==> config.mk <==
export PLATFORM = sky130hd
export DESIGN_NAME = sync_serial_receiver
export DESIGN_NICKNAME = d
export VERILOG_FILES = /design/src/core/sync_rx_pkg.sv /design/src/core/pin_sync.sv /design/src/core/sync_serial_receiver.sv
export SDC_FILE = /design/constraint.sdc
export NUM_CORES = 1
export LEC_CHECK = 0
export BUFFER_PORTS_ARGS = -buffer_cell sky130_fd_sc_hd__buf_2
export CELL_PAD_IN_SITES_DETAIL_PLACEMENT = 0
export CELL_PAD_IN_SITES_GLOBAL_PLACEMENT = 1
export CORE_MARGIN = 8
export CORE_UTILIZATION = 40
export DETAILED_ROUTE_END_ITERATION = 7
export GPL_TIMING_DRIVEN = 1
export PLACE_DENSITY = 0.83
export SYNTH_ARGS = -nofsm -noshare
export SYNTH_HDL_FRONTEND = slang
export SYNTH_SLANG_ARGS = --single-unit
export TNS_END_PERCENT = 30
==> constraint.sdc <==
create_clock -name clk -period 2.4 [get_ports clk]
set_clock_uncertainty 0.15 [all_clocks]
set_input_delay 0.36 -clock clk [delete_from_list [all_inputs] [get_ports clk]]
set_output_delay 0.36 -clock clk [all_outputs]
set_load 0.05 [all_outputs]
==> src/core/sync_rx_pkg.sv <==
package sync_rx_pkg;

    // register byte addresses (chosen layout)
    localparam logic [7:0] CTRL_OFFSET   = 8'h00;
    localparam logic [7:0] STATUS_OFFSET = 8'h04;
    localparam logic [7:0] DATA_OFFSET   = 8'h08;
    localparam logic [7:0] BAUD_OFFSET   = 8'h0C;

    // control register fields
    localparam int CTRL_PORT_EN_BIT   = 0;
    localparam int CTRL_MASTER_BIT    = 1;
    localparam int CTRL_SINGLE_BIT    = 2;
    localparam int CTRL_CONT_BIT      = 3;
    localparam int CTRL_NINTH_BIT     = 4;

    // status register fields
    localparam int STAT_PENDING_BIT   = 0;
    localparam int STAT_OVERRUN_BIT   = 1;
    localparam int STAT_NINTH_BIT     = 2;
    localparam int STAT_COUNT_LSB     = 3;
    localparam int STAT_BUSY_BIT      = 5;

    // reset values and character geometry
    localparam logic [4:0]  CTRL_RESET    = 5'h00;
    localparam logic [15:0] BAUD_RESET    = 16'h0004;
    localparam int          BITS_NORMAL   = 8;
    localparam int          BITS_NINTH    = 9;
    localparam int          FIFO_DEPTH    = 2;

endpackage : sync_rx_pkg

==> src/core/pin_sync.sv <==
// three-stage synchroniser; a change counts once stages two and three agree
module pin_sync (
    // clock and reset
    input  wire logic clk,
    input  wire logic rstn,
    // pin side
    input  wire logic pinIn,
    // synchronous side
    output logic      level,
    output logic      rise,
    output logic      fall
);
    typedef struct packed {
        logic s1;
        logic s2;
        logic s3;
        logic lvl;
    } state_t;

    state_t st;
    state_t next_st;

    always_comb begin
        next_st    = st;
        next_st.s1 = pinIn;
        next_st.s2 = st.s1;
        next_st.s3 = st.s2;
        if (st.s2 == st.s3) begin
            next_st.lvl = st.s3;
        end
    end

    always_ff @(posedge clk or negedge rstn) begin
        if (!rstn) begin
            st <= '0;
        end else begin
            st <= next_st;
        end
    end

    assign level = st.lvl;
    assign rise  = next_st.lvl & ~st.lvl;
    assign fall  = ~next_st.lvl & st.lvl;

endmodule : pin_sync

==> src/core/sync_serial_receiver.sv <==
// Operation
// - reception starts only with single or continuous enable
// - master single: one character of clocks, self-clear
// - continuous enable keeps clocks running without pause
// - continuous cleared midway stops clock, drops character
// - both set: single cleared after first character
// - data sampled on trailing clock edge, shifted in
// - full character sets pending, enters two-entry fifo
// - data port shows low eight bits of oldest
// - pending stays set while fifo holds unread characters
// - slave takes clock from pin, driver off
// - transmitter changes data on leading edge
// - one data bit per clock cycle
// - third character with full fifo sets overrun
// - overrun keeps stored characters, accepts nothing new
// - overrun clears on condition removal; single: data read
// - continuous overrun clears on continuous or port disable
// - ninth-bit mode shifts nine bits per character
module sync_serial_receiver (
    // clock and reset
    input  wire logic        clk,
    input  wire logic        rstn,
    // apb slave
    input  wire logic        psel,
    input  wire logic        penable,
    input  wire logic        pwrite,
    input  wire logic [7:0]  paddr,
    input  wire logic [31:0] pwdata,
    output logic             pready,
    output logic [31:0]      prdata,
    output logic             pslverr,
    // serial pins
    input  wire logic        syncDataPinIn,
    output logic             syncDataPinOut,
    output logic             syncDataPinOe,
    input  wire logic        syncClockPinIn,
    output logic             syncClockPinOut,
    output logic             syncClockPinOe
);
    typedef enum logic [2:0] {
        IDLE  = 3'b001,
        LOW   = 3'b010,
        HIGH  = 3'b100
    } phase_t;

    typedef struct packed {
        logic        portEnable;
        logic        clockMaster;
        logic        singleReceiveEnable;
        logic        continuousReceiveEnable;
        logic        ninthBitEnable;
        logic [15:0] baudDivisor;
        phase_t      phase;
        logic [15:0] baudCount;
        logic [3:0]  bitCount;
        logic [8:0]  rxShiftRegister;
        logic [8:0]  fifoMem0;
        logic [8:0]  fifoMem1;
        logic [1:0]  fifoCount;
        logic        overrunErrorFlag;
        logic        overrunInSingle;
        logic        clockOut;
        logic [31:0] readData;
    } state_t;

    state_t st;
    state_t next_st;

    logic clkFall;
    logic dataLevel;

    // data and clock pass like synchronisers, but the fall strobe comes from next state, one cycle ahead of the registered data level
    pin_sync uClockSync (
        .clk   (clk),
        .rstn  (rstn),
        .pinIn (syncClockPinIn),
        .level (),
        .rise  (),
        .fall  (clkFall)
    );

    pin_sync uDataSync (
        .clk   (clk),
        .rstn  (rstn),
        .pinIn (syncDataPinIn),
        .level (dataLevel),
        .rise  (),
        .fall  ()
    );

    logic       apbWrite;
    logic       apbRead;
    logic       apbSetupRead;
    logic       dataRead;
    logic       enabled;
    logic       trailingEdge;
    logic [3:0] charBits;
    logic [8:0] sampled;
    logic       charDone;
    logic       receivePendingFlag;
    logic       busy;

    always_comb begin
        apbWrite = psel & penable & pwrite;
        apbRead  = psel & penable & ~pwrite;
        apbSetupRead = psel & ~penable & ~pwrite;
        dataRead = apbRead & (paddr == sync_rx_pkg::DATA_OFFSET);
        enabled  = st.portEnable & (st.singleReceiveEnable | st.continuousReceiveEnable);
        charBits = st.ninthBitEnable ? 4'(sync_rx_pkg::BITS_NINTH)
                                     : 4'(sync_rx_pkg::BITS_NORMAL);
        receivePendingFlag = (st.fifoCount != 2'h0);
        busy = (st.phase != IDLE);
        // trailing edge: master makes it when its clock falls, slave sees pin fall
        trailingEdge = 1'b0;
        if (st.clockMaster) begin
            trailingEdge = (st.phase == HIGH) && (st.baudCount == 16'h0000);
        end else if (enabled && !st.overrunErrorFlag) begin
            trailingEdge = clkFall;
        end
        sampled = {dataLevel, st.rxShiftRegister[8:1]};
        charDone = trailingEdge && (st.bitCount == charBits - 4'h1);
    end

    always_comb begin
        next_st = st;
        next_st.readData = 32'h0000_0000;

        // register writes
        if (apbWrite && paddr == sync_rx_pkg::CTRL_OFFSET) begin
            next_st.portEnable              = pwdata[sync_rx_pkg::CTRL_PORT_EN_BIT];
            next_st.clockMaster             = pwdata[sync_rx_pkg::CTRL_MASTER_BIT];
            next_st.singleReceiveEnable     = pwdata[sync_rx_pkg::CTRL_SINGLE_BIT];
            next_st.continuousReceiveEnable = pwdata[sync_rx_pkg::CTRL_CONT_BIT];
            next_st.ninthBitEnable          = pwdata[sync_rx_pkg::CTRL_NINTH_BIT];
        end
        if (apbWrite && paddr == sync_rx_pkg::BAUD_OFFSET) begin
            next_st.baudDivisor = (pwdata[15:0] == 16'h0000) ? 16'h0001 : pwdata[15:0];
        end

        // bit clock generation and sampling
        if (!enabled || st.overrunErrorFlag) begin
            // partial character is dropped and the clock parks low
            next_st.phase     = IDLE;
            next_st.bitCount  = 4'h0;
            next_st.baudCount = 16'h0000;
            next_st.clockOut  = 1'b0;
        end else if (st.clockMaster) begin
            case (st.phase)
                IDLE: begin
                    next_st.phase     = LOW;
                    next_st.baudCount = st.baudDivisor - 16'h0001;
                end
                LOW: begin
                    if (st.baudCount == 16'h0000) begin
                        next_st.phase     = HIGH;
                        next_st.clockOut  = 1'b1;
                        next_st.baudCount = st.baudDivisor - 16'h0001;
                    end else begin
                        next_st.baudCount = st.baudCount - 16'h0001;
                    end
                end
                HIGH: begin
                    if (st.baudCount == 16'h0000) begin
                        next_st.clockOut  = 1'b0;
                        next_st.baudCount = st.baudDivisor - 16'h0001;
                        // continuous keeps running; single stops after one character
                        next_st.phase = (charDone && !st.continuousReceiveEnable)
                                        ? IDLE : LOW;
                    end else begin
                        next_st.baudCount = st.baudCount - 16'h0001;
                    end
                end
                default: begin
                    next_st.phase = IDLE;
                end
            endcase
        end else begin
            next_st.phase = LOW;
        end

        if (trailingEdge) begin
            next_st.rxShiftRegister = sampled;
            next_st.bitCount        = charDone ? 4'h0 : st.bitCount + 4'h1;
        end

        // fifo read pops the oldest entry
        if (dataRead && st.fifoCount != 2'h0) begin
            next_st.fifoMem0  = st.fifoMem1;
            next_st.fifoCount = st.fifoCount - 2'h1;
        end

        if (charDone) begin
            // nine-bit character lands right-justified
            if (st.fifoCount == 2'(sync_rx_pkg::FIFO_DEPTH) && !dataRead) begin
                next_st.overrunErrorFlag = 1'b1;
                next_st.overrunInSingle  = ~st.continuousReceiveEnable;
            end else begin
                if (next_st.fifoCount == 2'h0) begin
                    next_st.fifoMem0 = st.ninthBitEnable ? sampled : {1'b0, sampled[8:1]};
                end else begin
                    next_st.fifoMem1 = st.ninthBitEnable ? sampled : {1'b0, sampled[8:1]};
                end
                next_st.fifoCount = next_st.fifoCount + 2'h1;
            end
            if (st.singleReceiveEnable) begin
                next_st.singleReceiveEnable = 1'b0;
            end
        end

        // overrun clearing
        if (st.overrunErrorFlag) begin
            if (st.overrunInSingle && dataRead) begin
                next_st.overrunErrorFlag = 1'b0;
            end
            if (!st.overrunInSingle && !next_st.continuousReceiveEnable) begin
                next_st.overrunErrorFlag = 1'b0;
            end
        end

        // clearing the port enable empties the fifo and clears overrun and both receive enables
        if (!next_st.portEnable) begin
            next_st.fifoCount               = 2'h0;
            next_st.overrunErrorFlag        = 1'b0;
            next_st.singleReceiveEnable     = 1'b0;
            next_st.continuousReceiveEnable = 1'b0;
        end

        // read word captured at the setup edge so it stands through the access cycle
        if (apbSetupRead) begin
            case (paddr)
                sync_rx_pkg::CTRL_OFFSET: begin
                    next_st.readData = {27'h0, st.ninthBitEnable,
                                        st.continuousReceiveEnable,
                                        st.singleReceiveEnable,
                                        st.clockMaster, st.portEnable};
                end
                sync_rx_pkg::STATUS_OFFSET: begin
                    next_st.readData = {26'h0, busy, st.fifoCount,
                                        st.fifoMem0[8],
                                        st.overrunErrorFlag, receivePendingFlag};
                end
                sync_rx_pkg::DATA_OFFSET: begin
                    next_st.readData = {24'h0, st.fifoMem0[7:0]};
                end
                sync_rx_pkg::BAUD_OFFSET: begin
                    next_st.readData = {16'h0, st.baudDivisor};
                end
                default: begin
                    next_st.readData = 32'h0000_0000;
                end
            endcase
        end
    end

    always_ff @(posedge clk or negedge rstn) begin
        if (!rstn) begin
            st             <= '0;
            st.phase       <= IDLE;
            st.baudDivisor <= sync_rx_pkg::BAUD_RESET;
        end else begin
            st <= next_st;
        end
    end

    // apb: zero wait states; the read word was prepared during setup
    assign pready  = 1'b1;
    assign pslverr = 1'b0;
    assign prdata  = st.readData;

    // slave mode leaves the clock pin undriven, receive never drives data
    assign syncClockPinOut = st.clockOut;
    assign syncClockPinOe  = st.portEnable & st.clockMaster;
    assign syncDataPinOut  = 1'b0;
    assign syncDataPinOe   = 1'b0;

endmodule : sync_serial_receiver

# Word-level counts from Yosys, hierarchy flattened
# Index checks and enable logic that the tools add are counted.
[word_totals] ff_bits=116 input_bits=47 wordCells=134
[classes] add_sub_neg=6 n_eq_ne=15 muxes=40 bitwise_logic=16 n_reduce_logical=32
[op_table] cell="$mux 16" count=4
[op_table] cell="$pmux 16 s4" count=1
[op_table] cell="$mux 9" count=4
[op_table] cell="$logic_not 16->1" count=2
[op_table] cell="$pmux 16 s2" count=1
[op_table] cell="$sub 16x1->16 const B" count=2
[op_table] cell="$mux 22" count=1
[op_table] cell="$mux 20" count=1
[op_table] cell="$mux 19" count=1
[op_table] cell="$eq 8x4->1 const B" count=2
[op_table] cell="$mux 1" count=13
[op_table] cell="$mux 13" count=1
[op_table] cell="$mux 3" count=4
[op_table] cell="$logic_and 1x1->1" count=10
[op_table] cell="$and 1x1->1" count=9
[op_table] cell="$pmux 3 s3" count=1
[op_table] cell="$eq 8x3->1 const B" count=1
[op_table] cell="$logic_not 8->1" count=1
[op_table] cell="$mux 2" count=4
[op_table] cell="$mux 4" count=2
[op_table] cell="$logic_not 1->1" count=6
[op_table] cell="$ne 3x1->1 const B" count=2
[op_table] cell="$not 1->1" count=6
[op_table] cell="$reduce_and 2->1" count=3
[op_table] cell="23 further kinds" count=27

# Depth between registers and ports, before layout
[depth] depth_word=13 depth_mapped=9

# Cells and area by module
# A second synthesis with hierarchy kept.
[hier_totals] hier_cells=539 hier_area_um2=5504.0
[modules_own_cells] module="sync_serial_receiver" instances=1 cells_per_inst=525 area_per_inst_um2=5246.3 seq_area_each_um2=2279.7
[modules_own_cells] module="pin_sync" instances=2 cells_per_inst=7 area_per_inst_um2=128.9 seq_area_each_um2=100.1

# Worst setup path after synthesis
# No wires, ideal clock.
[synth_timing] path_type="in2reg" from="in paddr[5]" to="reg st[46] (netlist name)" setup_ns=0.079 arrival_time_ns=2.312 t_required_ns=2.171 slack_ns=-0.142 cell_stages=9 cell_sequence="nor4_1 nand4_1 nor2_1 buf_2 xnor2_1 ha_1 nand3_1 buf_2 mux2i_1"
[synth_lines] element="start: declaration" line="sync_serial_receiver.sv:27" text="input wire logic [7:0] paddr,"
[synth_lines] element="end signal: assignment" line="sync_serial_receiver.sv:261" text="st <= next_st;"
[synth_lines] element="end: declaration" line="sync_serial_receiver.sv:66" text="state_t st;"

# Worst setup path after layout
[layout_timing] from="reg st[94] (netlist name)" to="reg st[83] (netlist name)"
[layout_between] elab_chain_len=5
[layout_lines] element="$sub 16x1->16 (*)" line="sync_serial_receiver.sv:151, sync_serial_receiver.sv:157, sync_serial_receiver.sv:165"
[layout_lines] element="$mux 16" line="sync_serial_receiver.sv:154, sync_serial_receiver.sv:163"
[layout_lines] element="$pmux 16 s2 (*)" line="sync_serial_receiver.sv:148" text="case (st.phase)"
[layout_lines] element="$mux 16 (*)" line="sync_serial_receiver.sv:147" text="end else if (st.clockMaster) begin"
[layout_lines] element="$mux 19 (*)" line="sync_serial_receiver.sv:141" text="if (!enabled || st.overrunErrorFlag) begin"
# Every way passes the cells marked *; elsewhere a longest branch is shown, timed or not. The select of a mux whose other input is x is not followed.
# A chain may end at the register's enable or synchronous reset.

==> metrics <==
clock power share=0.427; vias in the first global route=about 4300; Core Region=13190 µm²; Comb power frac=0.070; Psw=roughly 0.86 mW; Setup crit end kind=flip-flop; Post-Synth Adder-Cell Area=0.01762; largest family of logic cells by synthesized area=simple AND/OR/NAND/NOR gates; cell internal pwr=between 2 and 3 mW; PD cells=about 510 nW/µm²; Max IR drop VDD=between 0.3 and 0.4 mV; first-pass GRT wire length=roughly 22 mm; Final Wtd Congestion=between 0.8 and 0.9; initial core utilization=0.4091; Commonest cells post-synth=dfrtp_1, buf_4, o21ai_0; worst-case clock buffer depth=2; cells after synthesis=between 500 and 600; Area Overhead vs Synth=21.49%; clk root buf=clkbuf_16; worst path required time=around 2.5 ns; clk_lat worst skew=0.35 ns; Max FO, Critical Path=2; Final setup viols=0; Mapped Area=5396 µm²; Fin. Hold Viols=0; ys flop type=dfrtp_1; TritonRoute pass-1 iters=7; max cap viols=0; Compound-Gate Fraction of Synth Area=0.1370; status=completed; kind of critical path=flip-flop to flip-flop; port bufs=48; # diodes=0; simple-gate share of the synthesized area=0.1516; sequential-to-total area share from yosys stat=0.4595; Unique masters post-synth=64; Worst slew margin=0.5840; async set-reset flop share out of synthesis=1.000; routed length per instance=17.43 µm; pin count of the biggest net entering global routing=between 40 and 50; RSZ-0062 raised after global routing=true; Mean Syn Cell Area=roughly 11 µm²; TritonCTS clock tree=done; master of the slowest instance on the critical path=or4_1; clk slew on worst S/H paths=0.07 ns; layout cell share with drive strength beyond 1=0.3238; hold crit path type=primary input to flip-flop; vias per cell=between 5 and 6; Nets=~640; critical path cell sequence=or4_1 -> or3_4 -> o41a_1 -> o211a_1 -> a211o_1; Worst Setup Start Kind=flip-flop; CTS Buf Count=9; Worst EP arrival=between 2 and 2.5 ns; main area contributors after synthesis=dfrtp_1, mux2i_1, mux2_2; Sink Count=a little under 100; Yosys reg bits=between 90 and 100; post-DP HPWL=around 10 mm; Tcrit/Tclk final=0.9945; post-route ant nets=0; FMAX=about 0.42 GHz; initial antenna violation count=0; most common cell in the netlist=dfrtp_1; Seq pwr share=0.504; die width=approximately 130 µm; Max Transition Viols Final=0; Ys Warns=0; drt total wl=about 13 mm; GRT Overall Usage=0.1517; GR Overflow Total=0; Synth Area in XOR/XNOR=0.01948; die height=132.2 µm; H-tree levels=3; Final Util=0.4971; via count=about 4300; LEAKAGE=just over 3 nW; Synth top area share=0.4498; post-layout minimum cycle time=2.387 ns; I/O Pins=85; DIE AREA=~17000 µm²; 1st-iter DRT viols=296; hold slack=between 0.1 and 0.15 ns; # rows=42; mux share of post-synthesis cell area=0.1363; Synth area leader=dfrtp_1; Sw Share=0.2551; DRC viols=0; EDFF count, synth=0; worst-margin pin slew=roughly 0.62 ns; slowest stage delay, CP=around 0.57 ns
final cells by class:
type / instances / area [µm²]
fillers: 1184 / 6634
multi-input cells: 356 / 2724
flip-flops and latches: 99 / 2480
repair buffers: 115 / 802.0
clock buffers: 10 / 239.0
well taps: 176 / 220.2
clock inverters: 6 / 53.80
inverters: 10 / 37.54
logic make-up after synthesis:
family	count (synthesis)
xor gates and xnor gates	12
AOI/OAI and AO/OA	108
adders and majority gates	8
muxes	65
DFF	99
buffers and inverters	72
and+or+nand+nor	143
other	2
power by group through the flow:
stage	sequential (mW)	clock [mW]	combinational, mW
finish	1.69	1.43	0.234
global route	1.69	1.54	0.254
CTS	1.69	1.47	0.228
detailed placement	1.73	0	0.223
global placement	1.72	0	0.221
floorplan	1.72	0	0.147
placed cells by master, fill, tap and decap left out, drive strengths merged, types with 6 or more instances in the layout:
master / netlist / final
a21oi: 12 / 12
and2: 11 / 11
buf: 45 / 112
clkbuf: 17 / 10
conb: 2 / 20
dfrtp: 97 / 97
ha: 6 / 6
inv: 10 / 14
mux2: 28 / 28
mux2i: 33 / 33
nand2: 22 / 22
nand3: 10 / 10
nor2: 22 / 22
nor3: 11 / 11
nor4: 18 / 18
o21ai: 34 / 34
o31ai: 14 / 14
or3: 7 / 7
or4: 7 / 7
xnor2: 8 / 8
layer usage:
metal  vias up  track usage  part of all wire
met5         -            0                 0
li1       2015            -                 -
met2       112       0.2484              0.51
met3        15      0.03849             0.046
met1      2130       0.1903              0.44
met4         0      0.05169             0.011
worst max-delay path, delay by kind of cell, from the launching register on:
family | cells | cell delay, ns
AO/OA/AOI/OAI | 3 | 0.78
flip-flops | 1 | 0.38
AND/OR/NAND/NOR | 2 | 0.97
final timing paths:
check / from / to / slack [ns] / cells past startpoint
worst min register to register: uDataSync.next_st[2] / uDataSync.next_st[1] / 0.20 / 0
worst min-delay path: pwdata[11] / st[98] / 0.11 / 2
max in group asynchronous: rstn / st[84] / 1.07 / 3
min in group asynchronous: rstn / st[80] / 0.32 / 2
worst max register to register: st[94] / st[83] / 0.01 / 5
worst max-delay path: st[94] / st[83] / 0.01 / 5
per-stage QoR:
step                      cell area [µm²]  power [mW]  setup slack, ns  TNS (ns)  std cells
final                                6556       3.361          0.01321         0        772
after global routing                 6556       3.490         -0.07011   -0.2682        772
after CTS                            6375       3.391         -0.08886   -0.1383        768
after detailed placement             6047       1.949          -0.1053    -2.160        749
after global placement               6047       1.945         -0.06159   -0.8282        749
after floorplan                      5474       1.870         -0.02733  -0.02733        527
flip-flops by register name (all words and copies together), names as in the netlist, 2 cells and up:
signal,cells
prdata,16
sampled,8
st,66
uClockSync.next_st,2
uDataSync.next_st,2
what timing repair did:
| item | 4_1_cts | 5_1_grt |
|---|---|---|
| gates cloned | 0 | 0 |
| pin swaps | 0 | 4 |
| hold buffers | 3 | 0 |
| buffers inserted | 0 | 4 |
| endpoints found under the hold margin | 32 | 0 |
| setup endpoints to repair | 38 | 44 |
| gates resized for setup | 2 | 39 |
(Power assumes the default switching activity.)
